`src/pse_cfg_pkg.sv`:
```
package pse_cfg_pkg;

  // ----------------------------------------------------------------
  // register map
  // ----------------------------------------------------------------
  localparam logic [7:0] HW_FLAG_ADDR    = 8'h1C;
  localparam logic [7:0] WD_COUNT_ADDR   = 8'h1E;
  localparam logic [7:0] SWITCH_MODE_ADDR = 8'h1F;
  localparam logic [7:0] PROG1_ADDR      = 8'h23;
  localparam logic [7:0] PROG2_ADDR      = 8'h27;
  localparam logic [7:0] PROG3_ADDR      = 8'h28;

  localparam logic [7:0] SWITCH_MODE_RST = 8'h00;
  localparam logic [7:0] PROG1_RST       = 8'h04;
  localparam logic [7:0] PROG2_RST       = 8'h47;
  localparam logic [7:0] PROG3_RST       = 8'h77;
  localparam logic [7:0] WD_COUNT_RST    = 8'h00;

  // ----------------------------------------------------------------
  // field positions
  // ----------------------------------------------------------------
  localparam int WD_ENABLE_BIT   = 7;
  localparam int IRQ_ENABLE_BIT  = 6;
  localparam int FALLBACK_MSB    = 3;
  localparam int GATE_MSB        = 7;
  localparam int GATE_LSB        = 5;
  localparam int DET_SKIP_BIT    = 4;
  localparam int OSC_IGNORE_BIT  = 3;
  localparam int AC_MSB          = 2;
  localparam int TRIP_MSB        = 7;
  localparam int TRIP_LSB        = 4;
  localparam int DISC_MSB        = 3;
  localparam int FAULT_MSB       = 7;
  localparam int FAULT_LSB       = 4;
  localparam int START_MSB       = 3;

  localparam logic [1:0] MODE_SHUTDOWN = 2'b00;
  localparam logic [1:0] MODE_AUTO     = 2'b11;

  // ----------------------------------------------------------------
  // timing: one 10 us base tick drives every interval
  // ----------------------------------------------------------------
  localparam int CLOCK_NS        = 20;
  localparam int BASE_TICK_NS    = 10000;
  localparam int BASE_CYCLES     = BASE_TICK_NS / CLOCK_NS;
  localparam int BASE_TICK_US    = BASE_TICK_NS / 1000;
  localparam int WD_PERIOD_US    = 164000;
  localparam int WD_TICKS        = WD_PERIOD_US / BASE_TICK_US;
  localparam int DISC_BASE_US    = 238000;
  localparam int DISC_STEP_US    = 16000;
  localparam int FAULT_BASE_US   = 40960;
  localparam int FAULT_STEP_US   = 2720;
  localparam logic [19:0] DISC_BASE_T  = 20'(DISC_BASE_US / BASE_TICK_US);
  localparam logic [19:0] DISC_STEP_T  = 20'(DISC_STEP_US / BASE_TICK_US);
  localparam logic [19:0] FAULT_BASE_T = 20'(FAULT_BASE_US / BASE_TICK_US);
  localparam logic [19:0] FAULT_STEP_T = 20'(FAULT_STEP_US / BASE_TICK_US);

  // ----------------------------------------------------------------
  // analog codes: gate in nA, ac in 10 nA, voltages in 10 uV
  // ----------------------------------------------------------------
  localparam logic [15:0] GATE_BASE_NA = 16'hC350;
  localparam logic [15:0] GATE_STEP_NA = 16'h186A;
  localparam logic [15:0] AC_BASE      = 16'h5378;
  localparam logic [15:0] AC_STEP      = 16'h0B11;
  localparam logic [15:0] TRIP_BASE    = 16'h34BC;
  localparam logic [15:0] TRIP_STEP    = 16'h0785;
  localparam logic [31:0] FAULT_PCT    = 32'h00000058;
  localparam logic [31:0] PCT_FULL     = 32'h00000064;

endpackage

```
`src/pse_watchdog_timing_config.sv`:
```
// How it works
// - enable bit arms watchdog takeover
// - irq when enabled and any flag set
// - expiry applies per port fallback bit
// - fallback writes mode 00 or 11
// - switch mode register resets to zero
// - gate current is 50uA minus 6.25 steps
// - ac threshold 213.68uA plus 28.33 steps
// - refuse auto power on skipped detection
// - program register one resets to 04h
// - trip voltage 135mV plus 19.25mV steps
// - fault limit is 88 percent trip
// - disconnect nominal 238ms plus 16ms steps
// - program register two resets to 47h
// - disconnect multiplier scales, 11b doubles
// - fault and startup 40.96ms plus 2.72ms
// - program register three resets to 77h
// - fault multiplier scales, 11b quadruples
// - counter decrements every 164ms, zero expires
// - hardware mode blocks software requests, sets flags
`timescale 1ns/1ns
module pse_watchdog_timing_config #(
  parameter int BASE_CYCLES = pse_cfg_pkg::BASE_CYCLES,
  parameter int WD_TICKS    = pse_cfg_pkg::WD_TICKS
) (
  input  wire logic        clock,
  input  wire logic        reset,
  input  wire logic [7:0]  reg_addr,
  input  wire logic [7:0]  reg_wdata,
  input  wire logic        reg_write,
  input  wire logic        reg_read,
  output logic [7:0]       reg_rdata_r,
  input  wire logic [1:0]  disconnect_multiplier,
  input  wire logic [1:0]  fault_multiplier,
  input  wire logic [1:0]  startup_multiplier,
  input  wire logic        osc_fault_status,
  input  wire logic [3:0]  sw_power_on_req,
  input  wire logic [3:0]  sw_mode_write,
  input  wire logic [7:0]  sw_mode_data,
  input  wire logic [3:0]  auto_power_req,
  input  wire logic [3:0]  auto_detect_skipped,
  output logic [7:0]       port_mode_r,
  output logic [3:0]       power_on_r,
  output logic             hw_mode_r,
  output logic             takeover_irq_r,
  output logic             osc_fault_r,
  output logic             base_tick_r,
  output logic [15:0]      gate_pullup_current_r,
  output logic [15:0]      ac_threshold_r,
  output logic [15:0]      trip_voltage_r,
  output logic [15:0]      fault_limit_voltage_r,
  output logic [19:0]      disconnect_time_r,
  output logic [19:0]      fault_timeout_r,
  output logic [19:0]      startup_timeout_r
);

  // ----------------------------------------------------------------
  // registers
  // ----------------------------------------------------------------
  logic [7:0]  switch_mode_r;
  logic [7:0]  prog1_r;
  logic [7:0]  prog2_r;
  logic [7:0]  prog3_r;
  logic [7:0]  watchdog_count_r;
  logic [3:0]  port_hw_control_flag_r;
  logic [15:0] base_cnt_r;
  logic [15:0] wd_cnt_r;
  logic        wd_step;
  logic        expiry;
  logic        flag_read;
  logic [3:0]  denied;

  wire logic watchdog_enable     = switch_mode_r[pse_cfg_pkg::WD_ENABLE_BIT];
  wire logic takeover_irq_enable = switch_mode_r[pse_cfg_pkg::IRQ_ENABLE_BIT];
  wire logic [3:0] port_fallback_select = switch_mode_r[pse_cfg_pkg::FALLBACK_MSB:0];
  wire logic detect_skip_allow   = prog1_r[pse_cfg_pkg::DET_SKIP_BIT];
  wire logic osc_fault_ignore    = prog1_r[pse_cfg_pkg::OSC_IGNORE_BIT];

  always_ff @(posedge clock)
  begin
    if (reset)
    begin
      switch_mode_r <= pse_cfg_pkg::SWITCH_MODE_RST;
      prog1_r       <= pse_cfg_pkg::PROG1_RST;
      prog2_r       <= pse_cfg_pkg::PROG2_RST;
      prog3_r       <= pse_cfg_pkg::PROG3_RST;
    end
    else if (reg_write)
    begin
      unique case (reg_addr)
        pse_cfg_pkg::SWITCH_MODE_ADDR: switch_mode_r <= reg_wdata;
        pse_cfg_pkg::PROG1_ADDR:       prog1_r <= reg_wdata;
        pse_cfg_pkg::PROG2_ADDR:       prog2_r <= reg_wdata;
        pse_cfg_pkg::PROG3_ADDR:       prog3_r <= reg_wdata;
        default:                       ;
      endcase
    end
  end

  always_ff @(posedge clock)
  begin
    if (reset)
      reg_rdata_r <= 8'h00;
    else if (reg_read)
    begin
      unique case (reg_addr)
        pse_cfg_pkg::HW_FLAG_ADDR:     reg_rdata_r <= {4'h0, port_hw_control_flag_r};
        pse_cfg_pkg::WD_COUNT_ADDR:    reg_rdata_r <= watchdog_count_r;
        pse_cfg_pkg::SWITCH_MODE_ADDR: reg_rdata_r <= switch_mode_r;
        pse_cfg_pkg::PROG1_ADDR:       reg_rdata_r <= prog1_r;
        pse_cfg_pkg::PROG2_ADDR:       reg_rdata_r <= prog2_r;
        pse_cfg_pkg::PROG3_ADDR:       reg_rdata_r <= prog3_r;
        default:                       reg_rdata_r <= 8'h00;
      endcase
    end
  end

  // ----------------------------------------------------------------
  // base tick and watchdog
  // ----------------------------------------------------------------
  always_ff @(posedge clock)
  begin
    if (reset)
    begin
      base_cnt_r  <= 16'h0000;
      base_tick_r <= 1'b0;
    end
    else if (base_cnt_r == 16'(BASE_CYCLES - 1))
    begin
      base_cnt_r  <= 16'h0000;
      base_tick_r <= 1'b1;
    end
    else
    begin
      base_cnt_r  <= base_cnt_r + 16'h0001;
      base_tick_r <= 1'b0;
    end
  end

  // watchdog period counted in base ticks, restarted while disabled
  always_ff @(posedge clock)
  begin
    if (reset || !watchdog_enable)
      wd_cnt_r <= 16'h0000;
    else if (base_tick_r)
      wd_cnt_r <= (wd_cnt_r == 16'(WD_TICKS - 1)) ? 16'h0000 : wd_cnt_r + 16'h0001;
  end

  assign wd_step = watchdog_enable && base_tick_r && (wd_cnt_r == 16'(WD_TICKS - 1));
  // counter at zero while armed is expiry; any write to the counter the same cycle wins
  assign expiry  = watchdog_enable && !hw_mode_r && (watchdog_count_r == 8'h00)
                   && !(reg_write && reg_addr == pse_cfg_pkg::WD_COUNT_ADDR);

  always_ff @(posedge clock)
  begin
    if (reset)
      watchdog_count_r <= pse_cfg_pkg::WD_COUNT_RST;
    else if (reg_write && reg_addr == pse_cfg_pkg::WD_COUNT_ADDR)
      watchdog_count_r <= reg_wdata;
    else if (wd_step && watchdog_count_r != 8'h00)
      watchdog_count_r <= watchdog_count_r - 8'h01;
  end

  // leaving hardware control takes clearing the enable bit
  always_ff @(posedge clock)
  begin
    if (reset || !watchdog_enable)
      hw_mode_r <= 1'b0;
    else if (expiry)
      hw_mode_r <= 1'b1;
  end

  // ----------------------------------------------------------------
  // port modes and power requests
  // ----------------------------------------------------------------
  genvar p;
  generate
    for (p = 0; p < 4; p++)
    begin : g_port
      always_ff @(posedge clock)
      begin
        if (reset)
          port_mode_r[2*p+1:2*p] <= pse_cfg_pkg::MODE_SHUTDOWN;
        else if (expiry)
          port_mode_r[2*p+1:2*p] <= port_fallback_select[p] ? pse_cfg_pkg::MODE_AUTO
                                                             : pse_cfg_pkg::MODE_SHUTDOWN;
        else if (sw_mode_write[p] && !hw_mode_r)
          port_mode_r[2*p+1:2*p] <= sw_mode_data[2*p+1:2*p];
      end

      always_comb
      begin
        denied[p] = sw_power_on_req[p] && hw_mode_r;
      end

      always_ff @(posedge clock)
      begin
        if (reset)
          power_on_r[p] <= 1'b0;
        else
          power_on_r[p] <= (sw_power_on_req[p] && !hw_mode_r)
                           || (auto_power_req[p] && port_mode_r[2*p+1:2*p] == pse_cfg_pkg::MODE_AUTO
                               && (detect_skip_allow || !auto_detect_skipped[p]));
      end
    end
  endgenerate

  assign flag_read = reg_read && reg_addr == pse_cfg_pkg::HW_FLAG_ADDR;

  // clear on read; a new takeover or denial in that cycle still lands
  always_ff @(posedge clock)
  begin
    if (reset)
      port_hw_control_flag_r <= 4'h0;
    else
      port_hw_control_flag_r <= (flag_read ? 4'h0 : port_hw_control_flag_r)
                                | (expiry ? 4'hF : 4'h0) | denied;
  end

  always_ff @(posedge clock)
  begin
    if (reset)
    begin
      takeover_irq_r <= 1'b0;
      osc_fault_r    <= 1'b0;
    end
    else
    begin
      takeover_irq_r <= takeover_irq_enable && (port_hw_control_flag_r != 4'h0);
      osc_fault_r    <= osc_fault_status && !osc_fault_ignore;
    end
  end

  // ----------------------------------------------------------------
  // programmed thresholds and times
  // ----------------------------------------------------------------
  logic [19:0] disc_nom;
  logic [19:0] fault_nom;
  logic [19:0] start_nom;
  logic [21:0] disc_scaled;
  logic [21:0] fault_scaled;
  logic [21:0] start_scaled;
  logic [15:0] trip_nxt;
  logic [31:0] fault_lim_wide;

  always_comb
  begin
    disc_nom  = pse_cfg_pkg::DISC_BASE_T
                + 20'(pse_cfg_pkg::DISC_STEP_T * prog2_r[pse_cfg_pkg::DISC_MSB:0]);
    fault_nom = pse_cfg_pkg::FAULT_BASE_T
                + 20'(pse_cfg_pkg::FAULT_STEP_T * prog3_r[pse_cfg_pkg::FAULT_MSB:pse_cfg_pkg::FAULT_LSB]);
    start_nom = pse_cfg_pkg::FAULT_BASE_T
                + 20'(pse_cfg_pkg::FAULT_STEP_T * prog3_r[pse_cfg_pkg::START_MSB:0]);
    disc_scaled  = {2'b00, disc_nom} << disconnect_multiplier;
    fault_scaled = {2'b00, fault_nom} << fault_multiplier;
    start_scaled = {2'b00, start_nom} << startup_multiplier;
    trip_nxt = pse_cfg_pkg::TRIP_BASE
               + 16'(pse_cfg_pkg::TRIP_STEP * prog2_r[pse_cfg_pkg::TRIP_MSB:pse_cfg_pkg::TRIP_LSB]);
    fault_lim_wide = ({16'h0000, trip_nxt} * pse_cfg_pkg::FAULT_PCT) / pse_cfg_pkg::PCT_FULL;
  end

  // consumers latch these when a timer starts, so running timers keep their length
  always_ff @(posedge clock)
  begin
    if (reset)
    begin
      gate_pullup_current_r <= 16'h0000;
      ac_threshold_r        <= 16'h0000;
      trip_voltage_r        <= 16'h0000;
      fault_limit_voltage_r <= 16'h0000;
      disconnect_time_r     <= 20'h00000;
      fault_timeout_r       <= 20'h00000;
      startup_timeout_r     <= 20'h00000;
    end
    else
    begin
      gate_pullup_current_r <= pse_cfg_pkg::GATE_BASE_NA
                               - 16'(pse_cfg_pkg::GATE_STEP_NA * prog1_r[pse_cfg_pkg::GATE_MSB:pse_cfg_pkg::GATE_LSB]);
      ac_threshold_r        <= pse_cfg_pkg::AC_BASE
                               + 16'(pse_cfg_pkg::AC_STEP * prog1_r[pse_cfg_pkg::AC_MSB:0]);
      trip_voltage_r        <= trip_nxt;
      fault_limit_voltage_r <= fault_lim_wide[15:0];
      disconnect_time_r     <= disc_scaled[21:2];
      fault_timeout_r       <= fault_scaled[20:1];
      startup_timeout_r     <= start_scaled[20:1];
    end
  end
endmodule

```
`config.mk`:
```
export PLATFORM = sky130hd
export DESIGN_NAME = pse_watchdog_timing_config
export DESIGN_NICKNAME = d
export VERILOG_FILES = /design/src/pse_cfg_pkg.sv /design/src/pse_watchdog_timing_config.sv
export SDC_FILE = /design/constraint.sdc
export NUM_CORES = 1
export LEC_CHECK = 0
export ABC_AREA = 1
export ABC_CLOCK_PERIOD_IN_PS = 15120
export BUFFER_PORTS_ARGS = -buffer_cell sky130_fd_sc_hd__buf_2
export CORE_AREA = 4 4 202 204
export CTS_CLUSTER_SIZE = 16
export DETAILED_ROUTE_END_ITERATION = 12
export DIE_AREA = 0 0 206 208
export HOLD_SLACK_MARGIN = 0.08
export RECOVER_POWER = 50
export SYNTH_ARGS = -nofsm -noshare
export SYNTH_HDL_FRONTEND = slang
export SYNTH_SLANG_ARGS = --single-unit
```
`constraint.sdc`:
```
create_clock -name clock -period 15.12 [get_ports clock]
set_input_delay 0 -clock clock [delete_from_list [all_inputs] [get_ports clock]]
set_output_delay 0 -clock clock [all_outputs]
set_load 0.02 [all_outputs]
```
==> results.yml <==
clock_tree:
  htreeDepth: 1
  clock_latency_ns: 0.56
  cts_tree: "done"
  clock_tree.root_cell: "clkbuf_16"
  clock-sinks: 201
  cts.repair.resized: 0
  hold_buffers: 75
  post_cts_buffers: 0
  path_clk_slew_ns: 0.06
  numCtsBuffers: 25
  clk_path_buf_depth: 3
synthesis:
  synth_warnings: 0
  synth_edf_count: 0
  yosys.area.top_type_share_pct: 29.68
  synth_top_flop_cell: "dfxtp_1"
  yosys.area.top_type: "dfxtp_1"
  synth.cell_area_sq_um: 13560
  synth_seq_cells: 201
  synth_most_common_cell: "nand2_1"
  async_flop_share_pct: 0
  netlist_top_cells_count: "nand2_1 (398), inv_1 (302), dfxtp_1 (201)"
  syn-instance-count: 1932
  ys_top_cells_by_area: "dfxtp_1 (30%), nand2_1 (11%), ha_1 (9.9%)"
  ys_types: 55
  ys_seq_area_share_pct: 29.68
  avgSynthCellArea_sq_um: 7.018
worst_setup_path:
  critical_path_class: "reg2reg"
  arrival_ns: 12.55
  cp_data_required_time_ns: 15.36
  worstPathMaxFanout: 10
  cp_slowest_cell: "dfxtp_1"
  critical_path.max_stage_delay_ns: 0.58
  end_kind: "flip-flop"
  critPathLaunchType: "flip-flop"
run:
  cap_violations: 2
routing:
  drtIter0Drc: 577
  post_drt_wl_per_cell_microns: 13.68
  postRouteWirelength_microns: 37330
  via_per_inst: 4.778
  dr.pass1.iters: 5
  vias: 13040
  drc: 0
  antenna_left: 0
global_route:
  track_usage_pct: 16.90
  grt_pass1_vias: 12630
  antenna_found_initial: 0
  grt_pass1_wl_microns: 61230
  overflow: 0
  grt_max_degree: 66
sta:
  rsz0062_at_grt: "no"
  setup_viol: 0
  fin_worst_skew_ns: 0.01414
  totalNegativeSetupSlack_ns: 0
  period_needed_ns: 12.31
  slew_headroom_pct: -135.5
  slew_viol_final: 104
  hold_viol_final: 0
  fin_crit_sh_pct: 81.38
  worst_slew_pin_slew_ns: 3.533
  timing.fmax_mhz: 81.27
die:
  core_area_sq_um: 39280
  rows: 73
  ios: 199
  fp.dieH_microns: 208
  die_area_sq_um: 42850
  die_x_microns: 206
  start_util_pct: 34.52
place:
  place.gp.congestion: 0.8878
  portBuffers: 177
  dp_hpwl_microns: 28570
final_layout:
  nets: 2364
  syn2layout_area_growth_pct: 21.23
  post-route-util_pct: 41.85
  drive_above_1_share_pct: 10.48
  diodes: 0
outcome:
  status: "finished with violations"
  violations: "capacitance limit, slew limit"
hold_path:
  hold_class: "in2reg"
kinds of logic after synthesis:
logic type,count (synthesis),synth area share (%)
simple gates,846,29.48
buf+inv,380,11.18
compound gates,320,13.04
flops,201,29.68
fa+ha+maj,127,12.83
xor+xnor,54,3.543
mux,3,0.2215
other cells,1,0.02766
cells in the final DEF, fill, tap and decap left out, drive strengths merged, types with 20 or more instances in the layout:
cell,count
nand3,101
o22ai,23
clkbuf,158
dfxtp,201
ha,107
nor3,33
a21oi,132
conb,21
nand2,461
fa,20
xor2,40
nand4,51
buf,52
nor2,167
dlygate4sd3,75
inv,325
o21ai,114
state kept, by name, summed over array words and instances (netlist names), 11 cells and up:
signal and count:
gate_pullup_current_r 15, ac_threshold_r 16, disconnect_time_r 16, base_cnt_r 16
fault_limit_voltage_r 16, wd_cnt_r 16, trip_voltage_r 16, startup_timeout_r 11
fault_timeout_r 11
stage by stage:
stage	cell area, sq um	hold WS [ns]	std cells	worst slack [ns]
after floorplan	13630	0.08149	1952	4.472
after global placement	14940	0.2081	2609	3.561
after detailed placement	14940	0.2103	2609	2.966
after CTS	16600	0.1302	2729	2.934
after global routing	16440	0.2019	2729	1.489
final	16440	0.1810	2729	2.815
metal layers:
layer | routed length, microns | share of wire (%) | global-route usage, % | up-vias
met2 | 17960 | 48 | 29.87 | 288
met5 | 0 | 0 | 0 | -
met1 | 16780 | 45 | 21.71 | 5972
met3 | 1789 | 4.8 | 2.057 | 53
li1 | - | - | - | 6726
met4 | 805 | 2.2 | 4.429 | 0
final timing paths:
check	start	end	slack [ns]	cells after the start
setup reg to reg	prog2_r[5]	fault_limit_voltage_r[1]	2.81	82
hold reg to reg	switch_mode_r[5]	switch_mode_r[5]	0.46	2
setup / recovery	prog2_r[5]	fault_limit_voltage_r[1]	2.81	82
hold / removal	reg_addr[2]	reg_rdata_r[2]	0.18	6
worst max-delay path, delay by kind of cell, from the launching register on:
kind / cells / cell delay [ns]
compound gates: 11 / 2.00
xor+xnor: 1 / 0.31
fa+ha+maj: 6 / 2.15
buf+inv: 8 / 0.95
flops: 1 / 0.58
simple gates: 56 / 5.91
layout make-up:
class | count | area [sq um]
clock buffers | 29 | 680.7
clock inverters | 16 | 231.5
fillers | 4146 | 22840
inverters | 331 | 1242
multi-input cells | 1371 | 8100
flip-flops and latches | 201 | 4024
well taps | 525 | 656.9
repair buffers | 256 | 1503
Power is left out: the tool's default activity adds up to more than one toggle a clock period on the data nets, which glitch-free logic cannot reach.
